==> src/logic/cmd_port_pkg.sv <==
package cmd_port_pkg;

  // Widths of the user-facing buses.
  localparam int INJ_W       = 40;
  localparam int BYTE_W      = 8;
  localparam int ADDR_W      = 32;

  // Cycles that one injection keeps the injection indication high.
  localparam logic [3:0] INJ_BUSY_CYC = 4'h8;

  // Fetch command byte codes: first byte says what kind of frame is wanted.
  localparam logic [7:0] FETCH_CFG_FRAME = 8'h01;
  localparam logic [7:0] FETCH_ESS_FRAME = 8'h02;

  // Number of command bytes per fetch: kind, then four address bytes.
  localparam logic [2:0] FETCH_CMD_LEN = 3'h5;

  // Number of reply bytes absorbed for one fetch.
  localparam logic [7:0] FETCH_RX_LEN = 8'h04;

  // ASCII characters used on the console channel.
  localparam logic [7:0] ASC_CR   = 8'h0D;
  localparam logic [7:0] ASC_I    = 8'h49;
  localparam logic [7:0] ASC_O    = 8'h4F;
  localparam logic [7:0] ASC_C    = 8'h43;
  localparam logic [7:0] ASC_Q    = 8'h3F;

  // Controller activity.
  typedef enum logic [2:0] {
    ST_IDLE    = 3'b000,
    ST_INJECT  = 3'b001,
    ST_FETCH_TX = 3'b010,
    ST_FETCH_RX = 3'b011
  } ctl_state_e;

endpackage

==> src/logic/cmd_ports.sv <==
module cmd_ports
  import cmd_port_pkg::*;
(
  // Clock and synchronous reset.
  input  wire logic                            clk,
  input  wire logic                            rst,
  // Injection request from user logic.
  input  wire logic                            inject_req,
  input  wire logic [cmd_port_pkg::INJ_W-1:0]  inject_param,
  // Fetch trigger from the correction or classification engine.
  input  wire logic                            fetch_req,
  input  wire logic                            fetch_essential,
  input  wire logic                            status_correct,
  input  wire logic                            status_classify,
  // Other state indications of the controller.
  input  wire logic                            status_init,
  input  wire logic                            status_observe,
  // Console channel pair towards the serial console bridge.
  output logic      [cmd_port_pkg::BYTE_W-1:0] mon_tx_data,
  output logic                                 mon_tx_write,
  input  wire logic                            mon_tx_full,
  input  wire logic [cmd_port_pkg::BYTE_W-1:0] mon_rx_data,
  output logic                                 mon_rx_read,
  input  wire logic                            mon_rx_empty,
  // Fetch channel pair towards the external source.
  output logic      [cmd_port_pkg::BYTE_W-1:0] fetch_tx_data,
  output logic                                 fetch_tx_write,
  input  wire logic                            fetch_tx_full,
  input  wire logic [cmd_port_pkg::BYTE_W-1:0] fetch_rx_data,
  output logic                                 fetch_rx_read,
  input  wire logic                            fetch_rx_empty,
  input  wire logic [cmd_port_pkg::ADDR_W-1:0] fetch_table_base,
  // Results.
  output logic                                 inject_busy,
  output logic                                 flip_strobe,
  output logic      [cmd_port_pkg::INJ_W-1:0]  flip_param,
  output logic                                 ctl_idle,
  output logic      [cmd_port_pkg::ADDR_W-1:0] fetch_word
);
  import cmd_port_pkg::*;

  //////////////////////////////////////////////////////////////////////////////
  // State record.

  // All registered state of the block.
  typedef struct packed {
    ctl_state_e                st;          // Controller activity.
    logic [3:0]                inj_cnt;     // Injection busy countdown.
    logic [INJ_W-1:0]          param;       // Captured injection parameter.
    logic                      flip;        // One-cycle bit-flip command.
    logic                      busy;        // Injection in progress.
    logic                      idle;        // Registered idle indication.
    logic [2:0]                tx_idx;      // Fetch command byte index.
    logic [7:0]                rx_cnt;      // Fetch reply bytes still due.
    logic [ADDR_W-1:0]         rx_word;     // Assembled reply word.
    logic [1:0]                bvld;        // Console buffer entry valid.
    logic [BYTE_W-1:0]         b0;          // Console buffer entry 0 (head).
    logic [BYTE_W-1:0]         b1;          // Console buffer entry 1.
    logic [BYTE_W-1:0]         mtx;         // Console transmit byte.
    logic                      mwr;         // Console write strobe.
    logic                      mrd;         // Console read strobe.
    logic [BYTE_W-1:0]         ftx;         // Fetch transmit byte.
    logic                      fwr;         // Fetch write strobe.
    logic                      frd;         // Fetch read strobe.
  } ctl_s;

  ctl_s s_r;    // Registered state.
  ctl_s s_nxt;  // Next state.

  // Console buffer handshake terms.
  logic buf_in_valid;   // A received byte is offered to the buffer.
  logic buf_in_ready;   // Buffer has room.
  logic buf_out_valid;  // Buffer holds a byte to echo.
  logic buf_out_ready;  // Transmit side can take a byte this cycle.
  logic [BYTE_W-1:0] echo_byte;  // Byte to send back on the console.

  //////////////////////////////////////////////////////////////////////////////
  // Next-state logic.

  // Computes the whole next state from the present state and the inputs.
  always_comb begin
    s_nxt      = s_r;
    s_nxt.flip = 1'b0;
    s_nxt.mwr  = 1'b0;
    s_nxt.mrd  = 1'b0;
    s_nxt.fwr  = 1'b0;
    s_nxt.frd  = 1'b0;

    // Console buffer: a byte is read only when the bridge shows data.
    buf_in_valid  = !mon_rx_empty && !s_r.mrd;
    buf_in_ready  = !s_r.bvld[1];
    buf_out_valid = s_r.bvld[0];
    buf_out_ready = !mon_tx_full && !s_r.mwr;
    // Carriage return is answered with a one-letter state report.
    if (s_r.b0 == ASC_CR) begin
      echo_byte = s_r.busy ? ASC_I : (s_r.idle ? ASC_O : ASC_C);
    end else if (s_r.b0 == ASC_Q) begin
      echo_byte = s_r.idle ? ASC_O : ASC_C;
    end else begin
      echo_byte = s_r.b0;
    end

    // Pop the head into the transmit strobe.
    if (buf_out_valid && buf_out_ready) begin
      s_nxt.mtx  = echo_byte;
      s_nxt.mwr  = 1'b1;
      s_nxt.b0   = s_r.b1;
      s_nxt.bvld = {1'b0, s_r.bvld[1]};
    end
    // Push a received byte behind whatever remains.
    if (buf_in_valid && (buf_in_ready || (buf_out_valid && buf_out_ready))) begin
      s_nxt.mrd = 1'b1;
      if (!s_nxt.bvld[0]) begin
        s_nxt.b0      = mon_rx_data;
        s_nxt.bvld[0] = 1'b1;
      end else begin
        s_nxt.b1      = mon_rx_data;
        s_nxt.bvld[1] = 1'b1;
      end
    end

    // Controller activity.
    case (s_r.st)
      ST_IDLE: begin
        if (inject_req && s_r.idle) begin
          s_nxt.param   = inject_param;
          s_nxt.flip    = 1'b1;
          s_nxt.busy    = 1'b1;
          s_nxt.inj_cnt = INJ_BUSY_CYC;
          s_nxt.st      = ST_INJECT;
        end else if (fetch_req && (status_correct || status_classify)) begin
          s_nxt.tx_idx = 3'h0;
          s_nxt.st     = ST_FETCH_TX;
        end
      end
      ST_INJECT: begin
        s_nxt.inj_cnt = s_r.inj_cnt - 4'h1;
        if (s_r.inj_cnt == 4'h1) begin
          s_nxt.busy = 1'b0;
          s_nxt.st   = ST_IDLE;
        end
      end
      ST_FETCH_TX: begin
        // Kind byte, then base address most significant byte first.
        if (!fetch_tx_full && !s_r.fwr) begin
          s_nxt.fwr = 1'b1;
          case (s_r.tx_idx)
            3'h0:    s_nxt.ftx = fetch_essential ? FETCH_ESS_FRAME
                                                 : FETCH_CFG_FRAME;
            3'h1:    s_nxt.ftx = fetch_table_base[31:24];
            3'h2:    s_nxt.ftx = fetch_table_base[23:16];
            3'h3:    s_nxt.ftx = fetch_table_base[15:8];
            default: s_nxt.ftx = fetch_table_base[7:0];
          endcase
          s_nxt.tx_idx = s_r.tx_idx + 3'h1;
          if (s_r.tx_idx == FETCH_CMD_LEN - 3'h1) begin
            s_nxt.rx_cnt = FETCH_RX_LEN;
            s_nxt.st     = ST_FETCH_RX;
          end
        end
      end
      ST_FETCH_RX: begin
        // Reply bytes are shifted in, first byte most significant.
        if (!fetch_rx_empty && !s_r.frd) begin
          s_nxt.frd     = 1'b1;
          s_nxt.rx_word = {s_r.rx_word[ADDR_W-BYTE_W-1:0], fetch_rx_data};
          s_nxt.rx_cnt  = s_r.rx_cnt - 8'h01;
          if (s_r.rx_cnt == 8'h01) begin
            s_nxt.st = ST_IDLE;
          end
        end
      end
      default: begin
        s_nxt.st = ST_IDLE;
      end
    endcase

    // Idle is all five state indications low with no fetch under way. It is taken from the next
    // state, so that it falls in the very cycle in which busy rises.
    s_nxt.idle = (s_nxt.st == ST_IDLE) && !s_nxt.busy && !status_init
                 && !status_observe && !status_correct && !status_classify;
  end

  //////////////////////////////////////////////////////////////////////////////
  // State register.

  // Registers the state record; reset clears everything.
  always_ff @(posedge clk) begin
    if (rst) begin
      s_r <= '0;
    end else begin
      s_r <= s_nxt;
    end
  end

  //////////////////////////////////////////////////////////////////////////////
  // Outputs, all straight from the state register.
  // Each strobe is a register bit that the next-state logic clears by default,
  // so no strobe can stand for more than one cycle.
  // Holding the outputs in flip-flops keeps the far side free of glitches.

  assign mon_tx_data    = s_r.mtx;
  assign mon_tx_write   = s_r.mwr;
  assign mon_rx_read    = s_r.mrd;
  assign fetch_tx_data  = s_r.ftx;
  assign fetch_tx_write = s_r.fwr;
  assign fetch_rx_read  = s_r.frd;
  assign inject_busy    = s_r.busy;
  assign flip_strobe    = s_r.flip;
  assign flip_param     = s_r.param;
  assign ctl_idle       = s_r.idle;
  assign fetch_word     = s_r.rx_word;

  //////////////////////////////////////////////////////////////////////////////
  // Checks.

  // The parameter bus is taken in the cycle of an accepted request.
  chk_inject_capture: assert property (@(posedge clk) disable iff (rst)
    (s_r.st == ST_IDLE && inject_req && s_r.idle) |=> (flip_param == $past(inject_param)))
    else $error("Injection parameter not captured with request.");

  // An accepted request gives the flip command and raises busy.
  chk_inject_busy: assert property (@(posedge clk) disable iff (rst)
    (s_r.st == ST_IDLE && inject_req && s_r.idle) |=> (flip_strobe && inject_busy))
    else $error("Accepted injection did not flip and raise busy.");

  // Busy stands for exactly eight cycles, then drops.
  chk_busy_ends: assert property (@(posedge clk) disable iff (rst)
    $rose(inject_busy) |-> inject_busy [*8] ##1 !inject_busy)
    else $error("Injection busy length wrong.");

  // A full console channel holds off the next write.
  chk_mon_full: assert property (@(posedge clk) disable iff (rst)
    mon_tx_full |=> !mon_tx_write)
    else $error("Console write while full.");

  // A full fetch channel holds off the next write.
  chk_fetch_full: assert property (@(posedge clk) disable iff (rst)
    fetch_tx_full |=> !fetch_tx_write)
    else $error("Fetch write while full.");

  // Write strobes last one cycle on both outbound channels.
  chk_strobe_single: assert property (@(posedge clk) disable iff (rst)
    (mon_tx_write |=> !mon_tx_write) and (fetch_tx_write |=> !fetch_tx_write))
    else $error("Write strobe longer than one cycle.");

  // No read strobe follows a cycle in which the channel was empty.
  chk_rx_empty: assert property (@(posedge clk) disable iff (rst)
    (mon_rx_empty |=> !mon_rx_read) and (fetch_rx_empty |=> !fetch_rx_read))
    else $error("Read strobe while empty.");

  // The first command byte names the kind of frame wanted.
  chk_fetch_kind: assert property (@(posedge clk) disable iff (rst)
    (s_r.st == ST_FETCH_TX && s_r.tx_idx == 3'h0 && !fetch_tx_full && !s_r.fwr)
    |=> (fetch_tx_data == ($past(fetch_essential) ? FETCH_ESS_FRAME : FETCH_CFG_FRAME)))
    else $error("Fetch command kind byte wrong.");

  // Any high state indication clears idle in the next cycle.
  chk_idle_decode: assert property (@(posedge clk) disable iff (rst)
    (status_init || status_observe || status_correct || status_classify) |=> !ctl_idle)
    else $error("Idle shown while a state indication is high.");

  // Idle never stands together with the injection indication.
  chk_idle_busy: assert property (@(posedge clk) disable iff (rst)
    inject_busy |-> !ctl_idle)
    else $error("Idle shown while injection is in progress.");

  // The flip command lasts one cycle and comes with busy.
  chk_flip_single: assert property (@(posedge clk) disable iff (rst)
    flip_strobe |-> inject_busy ##1 !flip_strobe)
    else $error("Bit-flip command longer than one cycle.");

  // Read strobes last one cycle on both inbound channels.
  chk_read_single: assert property (@(posedge clk) disable iff (rst)
    (mon_rx_read |=> !mon_rx_read) and (fetch_rx_read |=> !fetch_rx_read))
    else $error("Read strobe longer than one cycle.");

  // A request made while not idle is ignored.
  chk_inject_refused: assert property (@(posedge clk) disable iff (rst)
    (inject_req && !ctl_idle) |=> !flip_strobe)
    else $error("Injection accepted while not idle.");

endmodule

==> config.mk <==
export PLATFORM = sky130hd
export DESIGN_NAME = cmd_ports
export DESIGN_NICKNAME = d
export VERILOG_FILES = /design/src/logic/cmd_port_pkg.sv /design/src/logic/cmd_ports.sv
export SDC_FILE = /design/constraint.sdc
export NUM_CORES = 1
export LEC_CHECK = 0
export ABC_CLOCK_PERIOD_IN_PS = 2360
export BUFFER_PORTS_ARGS = -buffer_cell sky130_fd_sc_hd__buf_4
export CAP_MARGIN = 40
export CORE_ASPECT_RATIO = 1.5
export CORE_MARGIN = 2
export CORE_UTILIZATION = 39
export CTS_BUF_LIST = sky130_fd_sc_hd__clkbuf_8
export CTS_CLUSTER_DIAMETER = 80
export DETAILED_ROUTE_END_ITERATION = 6
export SLEW_MARGIN = 20
export SYNTH_ARGS = -nofsm -noshare
export SYNTH_HDL_FRONTEND = slang
export SYNTH_SLANG_ARGS = --single-unit
==> constraint.sdc <==
create_clock -name clk -period 2.36 [get_ports clk]
set_clock_uncertainty 0.15 [all_clocks]
set_input_delay 0.118 -clock clk [delete_from_list [all_inputs] [get_ports clk]]
set_output_delay 0.118 -clock clk [all_outputs]
set_load 0.01 [all_outputs]
==> qor.yml <==
run_status:
  status: "finished clean"
global_route:
  grt_pass1_wl_mm: 26.2
  overflow: 0
  antenna_found_initial: 0
  track_usage_pct: 19.8
  grt_pass1_vias: 5468
  grt_max_degree: 118
synth:
  synth_top_area_cell: "dfxtp_1"
  yosysSeqAreaShare_pct: 44.7
  synth_top_area_share_pct: 44.7
  ys_types: 50
  syn_area_per_cell_sq_um: 8.09
  yosysWarnings: 0
  synthTopCellsByArea: "dfxtp_1 (45%), nand2_1 (12%), buf_4 (11%), a21oi_1 (7.7%), nor2_1 (2.9%)"
  synth_most_common_cell: "nand2_1"
  synth_edf_count: 0
  syn_inst: 726
  synth-seq-cells: 131
  syn_area_sq_um: 5870
  syn-num-nets: 836
  synth-async-reset-ratio_pct: 0
  synthTopCellsByCount: "nand2_1 (189), dfxtp_1 (131), a21oi_1 (90), buf_4 (88), nor2_1 (45)"
  ys.flop_type: "dfxtp_1"
placed_design:
  placed_area_sq_um: 6860
  io_buffers: 195
  dpl.hpwl_mm: 10.6
  globalplace.congestion: 0.819
sta:
  hold_viol_final: 0
  fmax_ghz: 0.459
  period_needed_ns: 2.18
  setup_violations: 0
  rsz0062_at_grt: "false"
  whs_ns: 0.0410
  drv_slew: 0
  final.setup.tns_ns: 0
  fin_crit_sh_pct: 92.4
  slew_headroom_pct: 56.2
  tightest_slew_ns: 0.655
drt:
  via_per_inst: 4.90
  ant_nets: 0
  wirelength_mm: 15.8
  vias: 5481
  first_pass_iters: 6
  drt_iter0_drc: 259
  post_drt_wl_per_cell_um: 14.1
  drc: 0
worst_setup_path:
  path_class: "flip-flop to flip-flop"
  path_buf_inv: 1
  arrival_ns: 2.31
  slowest_stage: "dlygate4sd3_1"
  cp.required_ns: 2.49
  start_kind: "flip-flop"
  path_delay_family: "buffers and inverters"
  critPathMaxFanout: 9
  worstSetupEndpointType: "flip-flop"
  max_stage_delay_ns: 0.60
  path_cells: "ha_1 > ha_1 > a222oi_1 > dlygate4sd3_1 > a311oi_1"
  worst_path_most_repeated_cell: "ha_1"
floorplanning:
  die_width_um: 104
  fp.dieH_um: 154
  io_pins: 196
  rows: 54
  dieArea_sq_um: 16100
  coreArea_sq_um: 14700
  initial_core_util_pct: 40.1
clock_network:
  clk_latency_ns: 0.43
  h-tree-depth: 4
  clockBufferDepth: 2
  cts_buffers: 17
  tritoncts: "yes"
  cts_root_buf: "clkbuf_8"
  cts.clk_slew.worst_paths_ns: 0.08
  clkSinkCount: 131
hold_path:
  hp-class: "input port to flip-flop"
layout:
  final_nets: 1019
  num_antenna_cells: 0
  final_layout_size_suffix_gt1_share_pct: 27.0
  area_growth_pct: 38.2
  fin_area_sq_um: 8120
run:
  cap_violations: 0
power_and_ir_drop:
  power.density_nw_per_um2: 558
  power_mw: 4.53
  power.static_leakage_nw: 3.32
  vdd_drop_max_uv: 299
state kept, by name, summed over array words and instances (netlist names), 8 cells and up:
| register | count |
|---|---|
| fetch_tx_data | 8 |
| fetch_word | 32 |
| flip_param | 40 |
| mon_tx_data | 8 |
| s_r | 35 |
worst register-to-register path, stage by stage (launching register included):
cell,delay (ns)
dfxtp_1,0.35
ha_1,0.21
ha_1,0.28
a222oi_1,0.37
dlygate4sd3_1,0.60
a311oi_1,0.08
worst paths after layout:
kind                                            startpoint                             to  slack, ns  cells after the start
worst max-delay path                  s_r[78]$_SDFFE_PP0P_  fetch_tx_data[6]$_SDFFE_PP0P_       0.18                      5
worst min-delay path                  fetch_table_base[13]  fetch_tx_data[5]$_SDFFE_PP0P_       0.04                      3
worst min register to register  flip_param[5]$_SDFFE_PP0P_     flip_param[5]$_SDFFE_PP0P_       0.31                      2
worst max register to register        s_r[78]$_SDFFE_PP0P_  fetch_tx_data[6]$_SDFFE_PP0P_       0.18                      5
timing repair:
item                                   in CTS  in global routing
resized for setup                           0                  3
endpoints found under the hold margin      81                  0
setup endpoints to repair                   0                  5
setup buffers                               0                  0
hold buffers                               86                  0
routing by layer:
metal	up-vias	share of wire, %	global-route usage (%)
li1	2741	-	-
met1	2521	41	22.8
met2	187	50	34.2
met3	32	5.6	5.27
met4	0	2.7	8.94
met5	-	0	0
where the power goes:
group          total, mW  switching (mW)  internal (mW)  leakage, nW
combinational      0.429           0.170          0.259         2.06
clock               1.82           0.918          0.904        0.193
sequential          2.27          0.0317           2.24         1.06
total               4.53            1.12           3.41         3.32
kinds of logic (layout without fill, tap and decap cells):
family	after synthesis	in the layout	share of synthesized area [%]
simple gates	288	288	21.2
compound gates	149	149	15.8
buf+inv	137	333	14.4
flops	131	131	44.7
mux	10	10	1.73
fa+ha+maj	9	9	1.92
other cells	1	1	0.0639
xor+xnor	1	1	0.149
final cells by class:
cell class,instances,area [sq um]
Clock buffer,19,262
Clock inverter,13,125
Fill cell,1294,6550
Inverter,11,41.3
Multi-Input combinational cell,458,2410
Sequential cell,131,2620
Tap cell,196,245
Timing Repair Buffer,290,2400
cell usage in the layout (no fill, tap or decap), types with 3 or more instances in the layout:
master / instances
nor3b_1: 4
clkbuf_8: 19
nand2_1: 189
inv_6: 4
a311oi_1: 15
a2111o_1: 4
a211oi_1: 5
o21a_1: 3
inv_1: 11
buf_4: 203
nand3_1: 7
nor3_1: 10
nand4_1: 6
dlygate4sd3_1: 86
o21ai_0: 9
or3b_2: 3
a222oi_1: 7
clkinv_4: 4
nor2_1: 45
dfxtp_1: 130
a2bb2oi_1: 3
a21oi_1: 90
or3_1: 4
ha_1: 9
o2111ai_1: 3
mux2i_1: 9
metrics by stage:
| step | cells | util [%] | worst slack (ns) |
|---|---|---|---|
| 2_1_floorplan | 726 | - | 0.411 |
| 3_3_place_gp | 1000 | 46.8 | 0.348 |
| 3_5_place_dp | 1000 | 46.8 | 0.321 |
| 4_1_cts | 1118 | 55.3 | 0.0985 |
| 5_1_grt | 1118 | 55.4 | 0.0365 |
| 6_report | 1118 | 55.4 | 0.180 |
Power figures use the tool's default switching activity.
